### src/hdl/ocr_pkg.sv
// ocr_pkg: register map, field layout and reset values for the output 6
// configuration slice; shared by the register bank and its divider.
package ocr_pkg;

  // register data and address width
  localparam int REG_W  = 8;
  localparam int ADDR_W = 8;
  // full divider value width and counter width
  localparam int DIV_W  = 10;
  localparam int CNT_W  = 11;

  // register offsets
  localparam logic [7:0] OFF_OUT5_DIV_HI_ALT = 8'h5B;
  localparam logic [7:0] OFF_OUT6_DRIVE      = 8'h5C;
  localparam logic [7:0] OFF_OUT6_DIV_LO     = 8'h5D;

  // reset values
  localparam logic [7:0] RST_OUT5_DIV_HI_ALT = 8'h00;
  localparam logic [7:0] RST_OUT6_DRIVE      = 8'h03;
  localparam logic [7:0] RST_OUT6_DIV_LO     = 8'hBB;

  // drive control field positions (low bit of each field)
  localparam int POS_DISABLE_MODE = 6;
  localparam int POS_EDGE_RATE    = 4;
  localparam int POS_POLARITY     = 2;

  // divider register field positions (low bit of each field)
  localparam int POS_DIV_VAL_C1 = 6;
  localparam int POS_DIV_SEL_C1 = 4;
  localparam int POS_DIV_VAL_C0 = 2;
  localparam int POS_DIV_SEL_C0 = 0;

  // divide-select codes
  localparam logic [1:0] DIV_SEL_OFF   = 2'h0;
  localparam logic [1:0] DIV_SEL_BY1   = 2'h1;
  localparam logic [1:0] DIV_SEL_BY2   = 2'h2;
  localparam logic [1:0] DIV_SEL_BYVAL = 2'h3;

  // divider value offset added in programmed mode
  localparam logic [CNT_W-1:0] DIV_VAL_OFFSET = 11'h002;

  // disabled-state codes (upper bit clear means tri-state)
  localparam logic [1:0] DIS_PARK_LOW  = 2'h2;
  localparam logic [1:0] DIS_PARK_HIGH = 2'h3;

endpackage : ocr_pkg

### src/hdl/ocr_divider.sv
// ocr_divider: output 6 post divider working on sampled source levels.
// assumes src_i is a level synchronous to ref_clk_i, slower than half rate.
`timescale 1ns/1ps

module ocr_divider (
  // clock and reset
  input  wire logic                      ref_clk_i,
  input  wire logic                      arst_n_i,
  // divider setting
  input  wire logic [1:0]                div_sel_i,
  input  wire logic [ocr_pkg::DIV_W-1:0] div_val_i,
  // source level and divided level
  input  wire logic                      src_i,
  output logic                           div_o
);
  import ocr_pkg::*;

  logic             src_reg;
  logic             src_next;
  logic [CNT_W-1:0] cnt_reg;
  logic [CNT_W-1:0] cnt_next;
  logic             div_reg;
  logic             div_next;
  logic             rise;
  logic [CNT_W-1:0] period;

  // period in source edges for the programmed mode
  always_comb begin
    period = CNT_W'(div_val_i) + DIV_VAL_OFFSET;
    rise   = src_i & ~src_reg;
  end

  // next state per divide select
  always_comb begin
    src_next = src_i;
    cnt_next = cnt_reg;
    div_next = div_reg;
    unique case (div_sel_i)
      DIV_SEL_OFF: begin
        cnt_next = '0;
        div_next = 1'b0;
      end
      DIV_SEL_BY1: begin
        cnt_next = '0;
        div_next = src_i;
      end
      DIV_SEL_BY2: begin
        cnt_next = '0;
        if (rise) begin
          div_next = ~div_reg;
        end
      end
      DIV_SEL_BYVAL: begin
        if (rise) begin
          if (cnt_reg >= period - 11'h001) begin
            cnt_next = '0;
          end else begin
            cnt_next = cnt_reg + 11'h001;
          end
        end
        div_next = (cnt_next < (period >> 1)); // high for first half
      end
    endcase
  end

  // register divider state
  always_ff @(posedge ref_clk_i or negedge arst_n_i) begin
    if (!arst_n_i) begin
      src_reg <= 1'b0;
      cnt_reg <= '0;
      div_reg <= 1'b0;
    end else begin
      src_reg <= src_next;
      cnt_reg <= cnt_next;
      div_reg <= div_next;
    end
  end

  assign div_o = div_reg;

  // disabled divider holds low
  chk_div_off_low: assert property ( // RQ6
    @(posedge ref_clk_i) disable iff (!arst_n_i)
    div_sel_i == DIV_SEL_OFF |=> !div_reg)
    else $error("divider output not low while disabled");

endmodule // ocr_divider

### src/hdl/ocr_out6_regs.sv
// ocr_out6_regs: output 6 configuration registers and output stage.
// assumes a byte write/read port from the serial programming logic,
// all inputs synchronous to ref_clk_i.
//
// Overview of operation
// (RQ1) differential output 5 needs edge rate code 00
// (RQ2) polarity bit 0 passes, 1 inverts output 6
// (RQ3) edge rate code picks one of four slews
// (RQ4) disabled output tri-states, parks low or high
// (RQ5) two divider values, reset to 2
// (RQ6) divide select: off, by 1, by 2, value+2
// (RQ7) both divide selects non-zero to enable
`timescale 1ns/1ps

module ocr_out6_regs (
  // clock and reset
  input  wire logic                       ref_clk_i,
  input  wire logic                       arst_n_i,
  // register write port
  input  wire logic                       wr_en_i,
  input  wire logic [ocr_pkg::ADDR_W-1:0] wr_addr_i,
  input  wire logic [ocr_pkg::REG_W-1:0]  wr_data_i,
  // register read port
  input  wire logic [ocr_pkg::ADDR_W-1:0] rd_addr_i,
  output logic      [ocr_pkg::REG_W-1:0]  rd_data_o,
  output logic                            rd_hit_o,
  // configuration selection and upper divider bits from neighbours
  input  wire logic                       multi_config_operation_i,
  input  wire logic                       second_config_set_i,
  input  wire logic [ocr_pkg::REG_W-1:0]  out6_div_hi_c0_i,
  input  wire logic [ocr_pkg::REG_W-1:0]  out6_div_hi_c1_i,
  // enable controls
  input  wire logic                       out6_enable_bit_i,
  input  wire logic                       shutdown_enable_pin_i,
  // clock source for output 6
  input  wire logic                       out6_src_i,
  // output pad and settings
  output logic                            out6_pad_o,
  output logic                            out6_pad_oe_o,
  output logic      [1:0]                 out6_edge_rate_code_o,
  output logic      [ocr_pkg::REG_W-1:0]  out5_divider_value_hi_alt_o
);
  import ocr_pkg::*;

  // register storage
  logic [REG_W-1:0] out5_div_hi_alt_reg;
  logic [REG_W-1:0] out5_div_hi_alt_next;
  logic [REG_W-1:0] drive_reg;
  logic [REG_W-1:0] drive_next;
  logic [REG_W-1:0] div_lo_reg;
  logic [REG_W-1:0] div_lo_next;
  logic [REG_W-1:0] rd_data_reg;
  logic [REG_W-1:0] rd_data_next;
  logic             rd_hit_reg;
  logic             rd_hit_next;

  // output stage state
  logic             pad_reg;
  logic             pad_next;
  logic             pad_oe_reg;
  logic             pad_oe_next;

  // decoded fields
  logic [1:0]       out6_disable_state_mode;
  logic             out6_polarity_flip;
  logic [1:0]       sel_c0;
  logic [1:0]       sel_c1;
  logic [DIV_W-1:0] val_c0;
  logic [DIV_W-1:0] val_c1;
  logic             use_c1;
  logic [1:0]       out6_divide_select;
  logic [DIV_W-1:0] out6_divider_value;
  logic             out6_active;
  logic             div_level;

  // address match against one offset
  function automatic logic addr_is(input logic [ADDR_W-1:0] a,
                                   input logic [7:0]        off);
    addr_is = (a == off);
  endfunction

  // register writes; every bit is read/write
  always_comb begin
    out5_div_hi_alt_next = out5_div_hi_alt_reg;
    drive_next           = drive_reg;
    div_lo_next          = div_lo_reg;
    if (wr_en_i) begin
      if (addr_is(wr_addr_i, OFF_OUT5_DIV_HI_ALT)) begin
        out5_div_hi_alt_next = wr_data_i;
      end
      if (addr_is(wr_addr_i, OFF_OUT6_DRIVE)) begin
        drive_next = wr_data_i;
      end
      if (addr_is(wr_addr_i, OFF_OUT6_DIV_LO)) begin
        div_lo_next = wr_data_i;
      end
    end
  end

  // register read mux; unmapped offsets read zero with no hit
  always_comb begin
    rd_data_next = '0;
    rd_hit_next  = 1'b1;
    if (addr_is(rd_addr_i, OFF_OUT5_DIV_HI_ALT)) begin
      rd_data_next = out5_div_hi_alt_reg;
    end else if (addr_is(rd_addr_i, OFF_OUT6_DRIVE)) begin
      rd_data_next = drive_reg;
    end else if (addr_is(rd_addr_i, OFF_OUT6_DIV_LO)) begin
      rd_data_next = div_lo_reg;
    end else begin
      rd_hit_next = 1'b0;
    end
  end

  // register file flops
  always_ff @(posedge ref_clk_i or negedge arst_n_i) begin
    if (!arst_n_i) begin
      out5_div_hi_alt_reg <= RST_OUT5_DIV_HI_ALT;
      drive_reg           <= RST_OUT6_DRIVE;
      div_lo_reg          <= RST_OUT6_DIV_LO; // RQ5
      rd_data_reg         <= '0;
      rd_hit_reg          <= 1'b0;
    end else begin
      out5_div_hi_alt_reg <= out5_div_hi_alt_next;
      drive_reg           <= drive_next;
      div_lo_reg          <= div_lo_next;
      rd_data_reg         <= rd_data_next;
      rd_hit_reg          <= rd_hit_next;
    end
  end

  // field extraction and configuration choice
  always_comb begin
    out6_disable_state_mode = drive_reg[POS_DISABLE_MODE +: 2];
    out6_polarity_flip      = drive_reg[POS_POLARITY];
    sel_c0 = div_lo_reg[POS_DIV_SEL_C0 +: 2];
    sel_c1 = div_lo_reg[POS_DIV_SEL_C1 +: 2];
    val_c0 = {out6_div_hi_c0_i, div_lo_reg[POS_DIV_VAL_C0 +: 2]}; // RQ5
    val_c1 = {out6_div_hi_c1_i, div_lo_reg[POS_DIV_VAL_C1 +: 2]}; // RQ5
    use_c1 = multi_config_operation_i & second_config_set_i;
    out6_divide_select = use_c1 ? sel_c1 : sel_c0;
    out6_divider_value = use_c1 ? val_c1 : val_c0;
    // output runs only with both selects set and enables true
    out6_active = out6_enable_bit_i & shutdown_enable_pin_i
                & (sel_c0 != DIV_SEL_OFF) & (sel_c1 != DIV_SEL_OFF); // RQ7
  end

  // post divider
  ocr_divider ocr_divider_inst (
    .ref_clk_i (ref_clk_i),
    .arst_n_i  (arst_n_i),
    .div_sel_i (out6_divide_select), // RQ6
    .div_val_i (out6_divider_value),
    .src_i     (out6_src_i),
    .div_o     (div_level)
  );

  // pad level and enable: polarity when running, park or float per mode when disabled
  always_comb begin
    pad_next    = div_level ^ out6_polarity_flip; // RQ2
    pad_oe_next = 1'b1;
    if (!out6_active) begin
      unique case (out6_disable_state_mode) // RQ4
        DIS_PARK_LOW: begin
          pad_next = 1'b0;
        end
        DIS_PARK_HIGH: begin
          pad_next = 1'b1;
        end
        default: begin
          pad_next    = 1'b0;
          pad_oe_next = 1'b0;
        end
      endcase
    end
  end

  // output stage flops
  always_ff @(posedge ref_clk_i or negedge arst_n_i) begin
    if (!arst_n_i) begin
      pad_reg    <= 1'b0;
      pad_oe_reg <= 1'b0;
    end else begin
      pad_reg    <= pad_next;
      pad_oe_reg <= pad_oe_next;
    end
  end

  // outputs straight from flops
  assign out6_pad_o                  = pad_reg;
  assign out6_pad_oe_o               = pad_oe_reg;
  assign out6_edge_rate_code_o       = drive_reg[POS_EDGE_RATE +: 2]; // RQ3
  assign out5_divider_value_hi_alt_o = out5_div_hi_alt_reg;
  assign rd_data_o                   = rd_data_reg;
  assign rd_hit_o                    = rd_hit_reg;

  // running output follows divider level xor polarity
  chk_pad_polarity: assert property ( // RQ2
    @(posedge ref_clk_i) disable iff (!arst_n_i)
    out6_active
    |=> out6_pad_o == ($past(div_level) ^ $past(out6_polarity_flip)))
    else $error("pad level does not follow polarity");

  // edge rate code reflects written value one cycle after write
  chk_edge_rate_wr: assert property ( // RQ3
    @(posedge ref_clk_i) disable iff (!arst_n_i)
    wr_en_i && wr_addr_i == OFF_OUT6_DRIVE
    |=> out6_edge_rate_code_o == $past(wr_data_i[POS_EDGE_RATE +: 2]))
    else $error("edge rate code not updated by write");

  // disabled output parks or floats per mode
  chk_disable_state: assert property ( // RQ4
    @(posedge ref_clk_i) disable iff (!arst_n_i)
    !out6_active |=> (out6_pad_oe_o == $past(out6_disable_state_mode[1]))
      && (!out6_pad_oe_o || out6_pad_o == $past(out6_disable_state_mode[0])))
    else $error("disabled output state wrong");

  // a zero divide select in either set floats the pad in tri-state modes
  chk_both_sel_needed: assert property ( // RQ7
    @(posedge ref_clk_i) disable iff (!arst_n_i)
    (sel_c0 == DIV_SEL_OFF || sel_c1 == DIV_SEL_OFF) && !drive_reg[7]
    |=> !out6_pad_oe_o)
    else $error("output enabled with a zero divide select");

  // read returns the stored divider register
  chk_read_div_lo: assert property ( // RQ5
    @(posedge ref_clk_i) disable iff (!arst_n_i)
    rd_addr_i == OFF_OUT6_DIV_LO
    |=> rd_data_o == $past(div_lo_reg) && rd_hit_o)
    else $error("divider register read mismatch");

  cov_running: cover property (@(posedge ref_clk_i) disable iff (!arst_n_i)
    out6_active && out6_polarity_flip);
  cov_park_high: cover property (@(posedge ref_clk_i) disable iff (!arst_n_i)
    !out6_active && out6_disable_state_mode == DIS_PARK_HIGH);
  cov_second_set: cover property (@(posedge ref_clk_i) disable iff (!arst_n_i)
    use_c1 && out6_active);

endmodule // ocr_out6_regs

### config.mk
export PLATFORM = sky130hd
export DESIGN_NAME = ocr_out6_regs
export DESIGN_NICKNAME = d
export VERILOG_FILES = /design/src/hdl/ocr_pkg.sv /design/src/hdl/ocr_divider.sv /design/src/hdl/ocr_out6_regs.sv
export SDC_FILE = /design/constraint.sdc
export NUM_CORES = 1
export LEC_CHECK = 0
export BUFFER_PORTS_ARGS = -buffer_cell sky130_fd_sc_hd__buf_2
export CAP_MARGIN = 20
export CELL_PAD_IN_SITES_DETAIL_PLACEMENT = 1
export CELL_PAD_IN_SITES_GLOBAL_PLACEMENT = 1
export CORE_ASPECT_RATIO = 0.5
export CORE_UTILIZATION = 25
export CTS_CLUSTER_DIAMETER = 200
export CTS_CLUSTER_SIZE = 8
export DETAILED_ROUTE_END_ITERATION = 12
export PLACE_DENSITY_LB_ADDON = 0.1
export SLEW_MARGIN = 20
export SYNTH_ARGS = -nofsm -noshare
export SYNTH_HDL_FRONTEND = slang
export SYNTH_SLANG_ARGS = --single-unit
### constraint.sdc
create_clock -name ref_clk_i -period 5.3 [get_ports ref_clk_i]
set_clock_uncertainty 0.15 [all_clocks]
set_input_delay 0 -clock ref_clk_i [delete_from_list [all_inputs] [get_ports ref_clk_i]]
set_output_delay 0 -clock ref_clk_i [all_outputs]
set_load 0.005 [all_outputs]
Word level (Yosys, flattened, before mapping)
Index checks and enable logic that the tools add are counted.

word-level totals
  word-level logic and storage cells = 61
  bits of input ports = 48
  output and inout port bits = 21
  flip-flop bits (word level) = 48

operators by class
  multiplexer cells = 18
  bitwise logic cells = 8
  $add $sub $neg = 3
  $lt $le $gt $ge = 2
  equal/unequal tests = 12
  reductions and logical operators = 8

operators by type and width
  cell                     count
  $eq A8 B7 Y1 const B     6
  $mux W11                 3
  $mux W8                  3
  $pmux W11 S2             1
  $add A10 B2 Y11 const B  1
  $add A11 B1 Y11 const B  1
  $ge A11 B11 Y1           1
  $lt A11 B10 Y1           1
  $sub A11 B1 Y11 const B  1
  $mux W10                 1
  $eq A2 B2 Y1 const B     4
  $mux W1                  8
  $reduce_and A2 Y1        3
  $and A1 B1 Y1            5
  $pmux W1 S4              1
  $reduce_bool A2 Y1       2
  $reduce_or A3 Y1         1
  $eq A2 B1 Y1 const B     1
  $logic_not A2 Y1         1
  $mux W2                  1
  $ne A2 B1 Y1 const B     1
  $not A1 Y1               2
  $reduce_or A2 Y1         1
  $xor A1 B1 Y1            1

Longest topological paths before layout
Gate-level depths: netlist of run 1.

  depth in word-level cells = 10
  depth in mapped cells = 25
  gate-level depth less buffers = 22

Hierarchy
From an unflattened synthesis of run 1, not the netlist that was laid out.

unflattened totals
  cell total of the unflattened synthesis = 306
  area total of the unflattened synthesis = 3223.1 sq um

modules (own cells, without submodules)
  module         area each (sq um)  instances  cells an instance  seq. area each (sq um)
  ocr_out6_regs  1710.4             1          123                885.8
  ocr_divider    1512.7             1          183                325.3

Worst setup path after synthesis of run 1
OpenSTA, ideal clock, no wires.

  path type = register -> register
  from = register div_lo_reg[7]
  to = register ocr_divider_inst.div_reg (netlist: ocr_divider_inst.div_o)
  setup time = 0.082 ns
  setup slack = 0.452 ns
  cell stages (with the launch flop) = 23
  period minus slack after synthesis = 4.848 ns
  required time = 5.068 ns
  path buffers = 1
  arrival time = 4.616 ns
  path through = dfstp_2 -> and3_1 -> a21o_1 -> ha_1 -> nand4b_4 -> a21oi_1 -> xor2_1 -> nand4_2 -> mux2_4 -> ha_1 -> a41oi_1 -> o21ai_0 -> a211oi_1 -> nor2_1 -> clkbuf_1 -> nor2_1 -> ha_1 -> a21o_1 -> a21o_1 -> a221oi_1 -> o21ai_0 -> maj3_1 -> a31oi_1

between the ends
  cells in the longest elaborated chain, start to end = 9

ends and longest elaborated chain
  element                 line                  RTL
  start, declared         ocr_out6_regs.sv:50   logic [REG_W-1:0] div_lo_reg;
  start signal, assigned  ocr_out6_regs.sv:126  div_lo_reg <= div_lo_next;
  $mux W10 *              ocr_out6_regs.sv:142  out6_divider_value = use_c1 ? val_c1 : val_c0;
  $add A10 B2 Y11 *       ocr_divider.sv:29     period = CNT_W'(div_val_i) + DIV_VAL_OFFSET;
  $sub A11 B1 Y11         ocr_divider.sv:55     if (cnt_reg >= period - 11'h001) begin
  $ge A11 B11 Y1          ocr_divider.sv:55
  $mux W11                ocr_divider.sv:55
  $mux W11                ocr_divider.sv:54     if (rise) begin
  $mux W11                ocr_divider.sv:38     unique case (div_sel_i)
  $lt A11 B10 Y1 *        ocr_divider.sv:61     div_next = (cnt_next < (period >> 1));
  $pmux W1 S4 *           ocr_divider.sv:38
  end signal, assigned    ocr_divider.sv:75     div_reg <= div_next;
  end, declared           ocr_divider.sv:22     logic div_reg;

Every way passes the cells marked *; elsewhere a longest branch is shown, timed or not. The select of a mux whose other input is x is not followed.
A chain may end at the register's enable or synchronous reset.

Worst setup path in the final report of run 1
Same ends and word-level chain as after synthesis.

==> impl_results.md, run 1 <==
* Syn Nets at 384
* Crit path to: ocr_divider_inst.div_o
* Mean Syn Cell Area at 10.14 sq um
* Nets at 473
* Dominant synthesized flop cell: dfrtp_1
* Post-synth EDFFs at 0
* Initial drt markers at 41
* Slew @ Worst Pin at 0.7968 ns
* Area grow syn2layout at 28.85%
* Vias in the first global route at 2906
* Max Freq at 0.2035 GHz
* Core area at 12090 sq um
* Clock root buffer: clkbuf_16
* Row count at 28
* Synthesized netlist cell count at 313
* Data required, critical path at 5.38 ns
* Die width at 161.4 um
* Post-Syn Area at 3174 sq um
* Pwr dens at 230.1 nW/um^2
* Max cap viols at 0
* Status: finished, final reports clean
* WL/cell at 15.72 um
* Worst-path clk slew at 0.08 ns
* Die Ht at 81.68 um
* Grt ovf at 0
* Final core occ at 0.3384
* Buf/Inv on CP at 1
* Antenna Diode Count at 0
* CP max stage delay at 0.56 ns
* Hpwl dp at 7080 um
* First-pass GRT wire length at 14480 um
* Startpoint class of the critical path: flip-flop
* Largest register FFs at 11
* Final std cells w/o fill at 568
* Switch Pwr at 0.2290 mW
* Int Power at 0.7121 mW
* Port buffer count at 68
* Antenna violations before repair at 0
* CTS tree: yes
* CP Data Arrival Time at 5.00 ns
* GRT Util Overall at 0.1448
* WP depth at 21
* GPL Wtd Cong at 0.8390
* Crit path max fanout at 6
* Clock tree buffer depth at 2
* Final setup fails at 0
* FF+latch count, synth at 48
* Pre-Repair DR Iteration Count at 4
* CP top delay family: compound AO/OA/AOI/OAI gates
* Pleak at 1.978 nW
* Final Hold Viols at 0
* Vias at 2676
* Asr flop ratio synth at 1.000
* Worst-case reg-to-reg path depth at 21
* CTS sink count at 48
* FF-to-FF Start: div_lo_reg[7]
* Share of post-route cells with drive strength above 1 at 0.3300
* Worst-Skew Late Latency at 0.30 ns
* Placed inst area at 3707 sq um
* Cell variety after synth at 47
* Sequential area share after synthesis at 0.3816
* Rel. slew slack at 0.4668
* Cts bufs inserted at 5
* Synth warnings at 0
* CP Launch Point: div_lo_reg[7]
* Pin count of the biggest net entering global routing at 49
* R2R setup slack at 0.39 ns
* VDD IR max at 177.5 uV
* Detailed-route wire length at 8928 um
* Slowest CP cell: dfstp_2
* Slew Limit Fails at 0
* Setup TNS at 0 ns
* DRC errors left at 0
* Htree depth at 2
* Final Cell Area at 4090 sq um
* Seq pwr share at 0.412
* Initial Util at 0.2626
* Clock Power Share at 0.453
* Fin Hold WS at 0.06464 ns
* Switching part of the total at 0.2433
* Minimum clock period at 4.914 ns
* Die area at 13180 sq um
* Min-delay worst type: input pin to flip-flop
* Comb power frac at 0.135
* Crit. End Element: flip-flop
* CP cell instances: and3_1 -> a21o_1 -> ha_4 -> nand4b_4 -> a21oi_2 -> xor2_2 -> nand4_2 -> mux2_4 -> ha_1 -> a41oi_1 -> o21ai_1 -> a211oi_1 -> nor2_1 -> buf_4 -> nor2_1 -> ha_1 -> and2_0 -> a221oi_1 -> o21ai_0 -> maj3_1 -> a31oi_1
* Kind of critical path: flip-flop to flip-flop
* Post-route ant nets at 0
* Final period utilization at 0.9271
* DP Cell Count at 543
* R2r endpoint: ocr_divider_inst.div_o
* I/O Pins at 69
* Vias/cell at 4.711
[cell usage after synthesis, drive strengths merged (8+ instances only)]
| cell type | instances | area, sq um |
|---|---|---|
| dfrtp | 40 | 1001 |
| nor2 | 33 | 123.9 |
| nand2 | 31 | 116.4 |
| mux2 | 26 | 300.3 |
| ha | 23 | 287.8 |
| mux2i | 17 | 173.9 |
| o21ai | 16 | 80.08 |
| nand3 | 13 | 65.06 |
| xnor2 | 13 | 121.4 |
| xor2 | 12 | 112.6 |
| a21oi | 9 | 45.04 |
| dfstp | 8 | 210.2 |
| nand4 | 8 | 56.30 |
[stage by stage]
step                total power, mW  setup slack, ns
detailed placement           0.5144          0.04401
global route                 0.9852         -0.03050
global placement             0.5104           0.2239
floorplan                    0.4605           0.4517
finish                       0.9412           0.3861
CTS                          0.9580          0.03954
[power by group through the flow]
stage / Sequential (mW) / Combinational (mW) / Clock [mW]
after global placement: 0.394 / 0.116 / 0
final: 0.388 / 0.127 / 0.426
after CTS: 0.388 / 0.127 / 0.443
after floorplan: 0.392 / 0.0684 / 0
after global routing: 0.390 / 0.143 / 0.453
after detailed placement: 0.395 / 0.119 / 0
[kinds of logic (layout without fill, tap and decap cells)]
| logic type | Yosys count | count (layout) | share of synthesized area |
|---|---|---|---|
| and+or+nand+nor | 112 | 112 | 0.1837 |
| adders and majority gates | 24 | 24 | 0.09381 |
| buffers and inverters | 15 | 105 | 0.02562 |
| DFF | 48 | 48 | 0.3816 |
| muxes | 43 | 43 | 0.1494 |
| AOI/OAI and AO/OA | 46 | 46 | 0.09224 |
| xor gates and xnor gates | 25 | 25 | 0.07371 |
[tightest hold or removal path: cells and delay by family]
| family | cells | cell delay [ns] |
|---|---|---|
| compound gates | 1 | 0.08 |
| mux | 1 | 0.17 |
| buf+inv | 1 | 0.21 |
[area by class of cell]
class | instances | area (sq um)
clock buffer | 5 | 125.1
clock inverter | 3 | 68.82
fill | 1395 | 7996
inverter | 6 | 22.52
multi-input combinational | 250 | 1906
sequential | 48 | 1211
tap | 165 | 206.4
timing repair buffer | 91 | 550.5
[layout by cell type (no fill, tap or decap), types with 8 or more instances in the layout]
cell type	count
xnor2_1	12
nand3_1	13
dlygate4sd3_1	15
dfstp_2	8
o21ai_0	15
buf_2	68
dfrtp_1	40
ha_1	22
nand2_1	31
buf_4	8
nor2_1	33
mux2_2	24
mux2i_1	16
xor2_1	10
a21oi_1	8
[how the worst min path moves through the flow]
stage	startpoint	to	slack, ns	cells past startpoint
after floorplan	arst_n_i	div_lo_reg[2]	-0.45	0
after global placement	arst_n_i	rd_hit_o	-0.005	2
after detailed placement	arst_n_i	out5_divider_value_hi_alt_o[1]	0.01	2
after CTS	rd_addr_i[0]	rd_data_o[2]	0.07	3
after global routing	rd_addr_i[0]	rd_data_o[0]	0.11	3
final	rd_addr_i[0]	rd_data_o[2]	0.06	3
[layer usage]
| metal | GRT usage | vias to the layer above | wire [um] |
|---|---|---|---|
| li1 | - | 1307 | - |
| met2 | 0.2642 | 44 | 4353 |
| met1 | 0.1762 | 1317 | 4225 |
| met3 | 0.02778 | 8 | 255 |
| met4 | 0.04151 | 0 | 93 |
| met5 | 0 | - | 0 |
[what timing repair did]
action,4_1_cts,5_1_grt
buffers inserted,0,2
endpoints found under the setup margin,0,1
hold buffers,15,0
hold endpoints to repair,67,0
resized for setup,0,5
Note: power is estimated with default switching activity, not from simulation.
==> run 2: changes to the inputs <==
--- a/config.mk
+++ b/config.mk
@@ -18,4 +18,5 @@
 export SLEW_MARGIN = 20
 export SYNTH_ARGS = -nofsm -noshare
 export SYNTH_HDL_FRONTEND = slang
+export SYNTH_HIERARCHICAL = 1
 export SYNTH_SLANG_ARGS = --single-unit
==> constraint.sdc (replaced) <==
create_clock -name ref_clk_i -period 5.58 [get_ports ref_clk_i]
set_clock_uncertainty 0.15 [all_clocks]
set_input_delay 0 -clock ref_clk_i [delete_from_list [all_inputs] [get_ports ref_clk_i]]
set_output_delay 0 -clock ref_clk_i [all_outputs]
set_load 0.005 [all_outputs]
==> run 2 against run 1 <==
The flow now finishes with violations (hold timing). Global-route usage about the same. Worst hold slack got worse by 0.068 ns. Area after synthesis increased by 1.5%. Register-to-register slack improved by 0.15 ns. Worst setup slack improved by 0.15 ns.
==> impl_results.md, run 2 <==
* Status: finished with violations
* Failing checks: hold timing
* Final Cell Area at 3981 sq um (-2.7%)
* Worst-path clk slew at 0.06 ns (-0.02 ns)
* Synthesized netlist cell count at 306 (-2.2%)
* Initial drt markers at 122 (+200%)
* Die area at 13380 sq um (+1.5%)
* Share of post-route cells with drive strength above 1 at 0.3705 (+0.04044)
* Mean Syn Cell Area at 10.53 sq um (+3.9%)
* Largest register FFs at 11 (unchanged)
* WL/cell at 16.25 um (+3.4%)
* Startpoint class of the critical path: flip-flop
* Hold path depth at 4 (+1)
* Asr flop ratio synth at 1.000 (unchanged)
* Pwr dens at 195.6 nW/um^2 (-15%)
* GPL Wtd Cong at 0.8231 (-1.9%)
* Pre-Repair DR Iteration Count at 4 (unchanged)
* Kind of critical path: flip-flop to flip-flop
* Worst-Skew Late Latency at 0.28 ns (-0.02 ns)
* Max Freq at 0.1983 GHz (-2.6%)
* Final period utilization at 0.9040 (-0.02319)
* Max cap viols at 0 (unchanged)
* Die Ht at 82.29 um (+0.75%)
* Yosys top cell by area: dfrtp_1
* R2r endpoint: ocr_divider_inst/div_o
* Cell variety after synth at 50 (+6.4%)
* Antenna Diode Count at 0 (unchanged)
* Final setup fails at 0 (unchanged)
* First-pass GRT wire length at 14900 um (+3.0%)
* Syn Nets at 377 (-1.8%)
* Detailed-route wire length at 8953 um (+0.28%)
* Crit path max fanout at 5 (-1)
* Setup TNS at 0 ns (unchanged)
* Post-route ant nets at 0 (unchanged)
* Vias at 2567 (-4.1%)
* Sequential area share after synthesis at 0.3758 (-0.005777)
* Pin count of the biggest net entering global routing at 49 (unchanged)
* Htree depth at 2 (unchanged)
* Hold Startpoint: shutdown_enable_pin_i
* Post-Syn Area at 3223 sq um (+1.5%)
* Pleak at 1.871 nW (-5.4%)
* Min-delay worst type: input pin to flip-flop
* Leading cell type in the layout, fill and taps excluded: buf_2
* Clock tree buffer depth at 2 (unchanged)
* Final core occ at 0.3266 (-0.01185)
* CP Data Arrival Time at 5.12 ns (+0.12 ns)
* Nets at 456 (-3.6%)
* FF-to-FF Start: div_lo_reg[3]
* Post-CTS Resized at 0 (unchanged)
* RSZ-0062 raised after global routing: false
* CTS tree: yes
* Clock root buffer: clkbuf_16
* Worst-case reg-to-reg path depth at 23 (+9.5%)
* Data required, critical path at 5.65 ns (+0.27 ns)
* Grt ovf at 0 (unchanged)
* VDD IR max at 91.90 uV (-48%)
* Hold Path Sink: out6_pad_o
* Minimum clock period at 5.044 ns (+0.1302 ns)
* Synth top area share at 0.3106 (-0.004774)
* Slew @ Worst Pin at 0.7714 ns (-0.02543 ns)
* GRT Util Overall at 0.1451 (+0.0003496)
* Vias/cell at 4.659 (-1.1%)
* Area grow syn2layout at 23.52%
* Count leader, synth: dfrtp_1
* Initial Util at 0.2644 (+0.001738)
* Row count at 28 (unchanged)
* Synth warnings at 6 (+6)
* Port buffer count at 68 (unchanged)
* Hpwl dp at 7016 um (-0.90%)
* Dominant synthesized flop cell: dfrtp_1
* Most frequent cells in the layout: buf_2, dfrtp_1, mux2_2, nor2_1
* CTS sink count at 48 (unchanged)
* Core area at 12190 sq um (+0.87%)
* Crit. End Element: flip-flop
* FF+latch count, synth at 48 (unchanged)
* DRC errors left at 0 (unchanged)
* Post-synth EDFFs at 0 (unchanged)
* Antenna violations before repair at 0 (unchanged)
* R2R setup slack at 0.54 ns (+0.15 ns)
* Fin Hold WS at -0.003622 ns (-0.06826 ns)
* Vias in the first global route at 2853 (-1.8%)
* Final Hold Viols at 1 (+1)
* Cts bufs inserted at 5 (unchanged)
* Placed inst area at 3734 sq um (+0.71%)
* Synth area leaders: dfrtp_1, mux2_2, ha_1
* Post-synth top cells: dfrtp_1, mux2_2, nor2_1
* Rel. slew slack at 0.4847 (+0.01786)
* Slew Limit Fails at 0 (unchanged)
* I/O Pins at 69 (unchanged)
* Die width at 162.6 um (+0.76%)
## run 2: cell count changes after synthesis, sizes merged, moves of 3 or more
cell,previous run,this run
a31oi,7,1
nand2,31,23
nor2b,2,10
o21ai,16,6
nand4b,4,1
nand3,13,9
nand3b,3,0
mux2,26,44
mux2i,17,2
o21a,0,4
a22oi,1,8
nor3b,5,0
nor3,0,4
## run 2: final cells by class
class | count | area (sq um)
Fill cell | 1441 | 8210
Clock buffer | 7 | 132.6
Multi-Input combinational cell | 240 | 1919
Inverter | 7 | 26.28
Sequential cell | 48 | 1211
Timing Repair Buffer | 83 | 480.5
Tap cell | 165 | 206.4
Clock inverter | 1 | 5.005
## run 2: cells by family after synthesis
group	count (synthesis)	synth area share
xor+xnor	24	0.06522
simple gates	106	0.1848
fa+ha+maj	23	0.08929
flops	48	0.3758
compound gates	41	0.08696
buf+inv	18	0.02873
mux	46	0.1693
## run 2: timing repair
| action | 4_1_cts | 5_1_grt |
|---|---|---|
| hold endpoints to repair | 66 | 0 |
| setup endpoints to repair | 0 | 0 |
| buffers inserted | 0 | 0 |
| hold buffers | 11 | 0 |
## run 2: worst max-delay path by stage
| stage | from | cells past startpoint | slack (ns) | to |
|---|---|---|---|---|
| after floorplan | multi_config_operation_i | 23 | 1.08 | ocr_divider_inst/div_o |
| after global placement | multi_config_operation_i | 21 | 0.53 | ocr_divider_inst/div_o |
| after detailed placement | multi_config_operation_i | 25 | 0.42 | ocr_divider_inst/div_o |
| after CTS | div_lo_reg[3] | 23 | 0.55 | ocr_divider_inst/div_o |
| after global routing | div_lo_reg[3] | 23 | 0.18 | ocr_divider_inst/div_o |
| final | div_lo_reg[3] | 23 | 0.54 | ocr_divider_inst/div_o |
## run 2: per-layer routing
metal / vias up / wire length, um / global-route usage
met3: 2 / 338 / 0.02547
met4: 0 / 40 / 0.03084
met1: 1264 / 4453 / 0.1947
met2: 55 / 4120 / 0.2466
met5: - / 0 / 0
li1: 1246 / - / -
## run 2: per-stage QoR
| step | instances | setup WS, ns | total power [mW] |
|---|---|---|---|
| after CTS | 551 | 0.5496 | 0.7980 |
| final | 551 | 0.5359 | 0.7787 |
| after detailed placement | 532 | 0.4167 | 0.4889 |
| after global placement | 532 | 0.5251 | 0.4852 |
| after global routing | 551 | 0.1765 | 0.8217 |
| after floorplan | 306 | 1.077 | 0.4380 |
## run 2: power by group
group / internal [mW] / switching [mW] / total, mW
registers: 0.360 / 0.00818 / 0.368
clock network: 0.166 / 0.126 / 0.292
logic: 0.0590 / 0.0594 / 0.118
## run 2: critical path, cell delays in order (launching register included)
cell and delay (ns):
dfstp_2 0.58, mux2_2 0.24, and3_1 0.28, nand3_1 0.12, xor2_1 0.27, and2b_1 0.18
and2_1 0.17, nand4_1 0.11, xnor2_1 0.16, ha_1 0.32, a21oi_1 0.15, o21ai_1 0.10
a21oi_2 0.17, nand2_1 0.13, nor2_1 0.25, o2bb2ai_1 0.24, ha_1 0.31, and4_1 0.18
o21ai_0 0.11, a21oi_1 0.08, a211oi_1 0.27, o41ai_1 0.14, o211ai_1 0.11, a221o_1 0.16
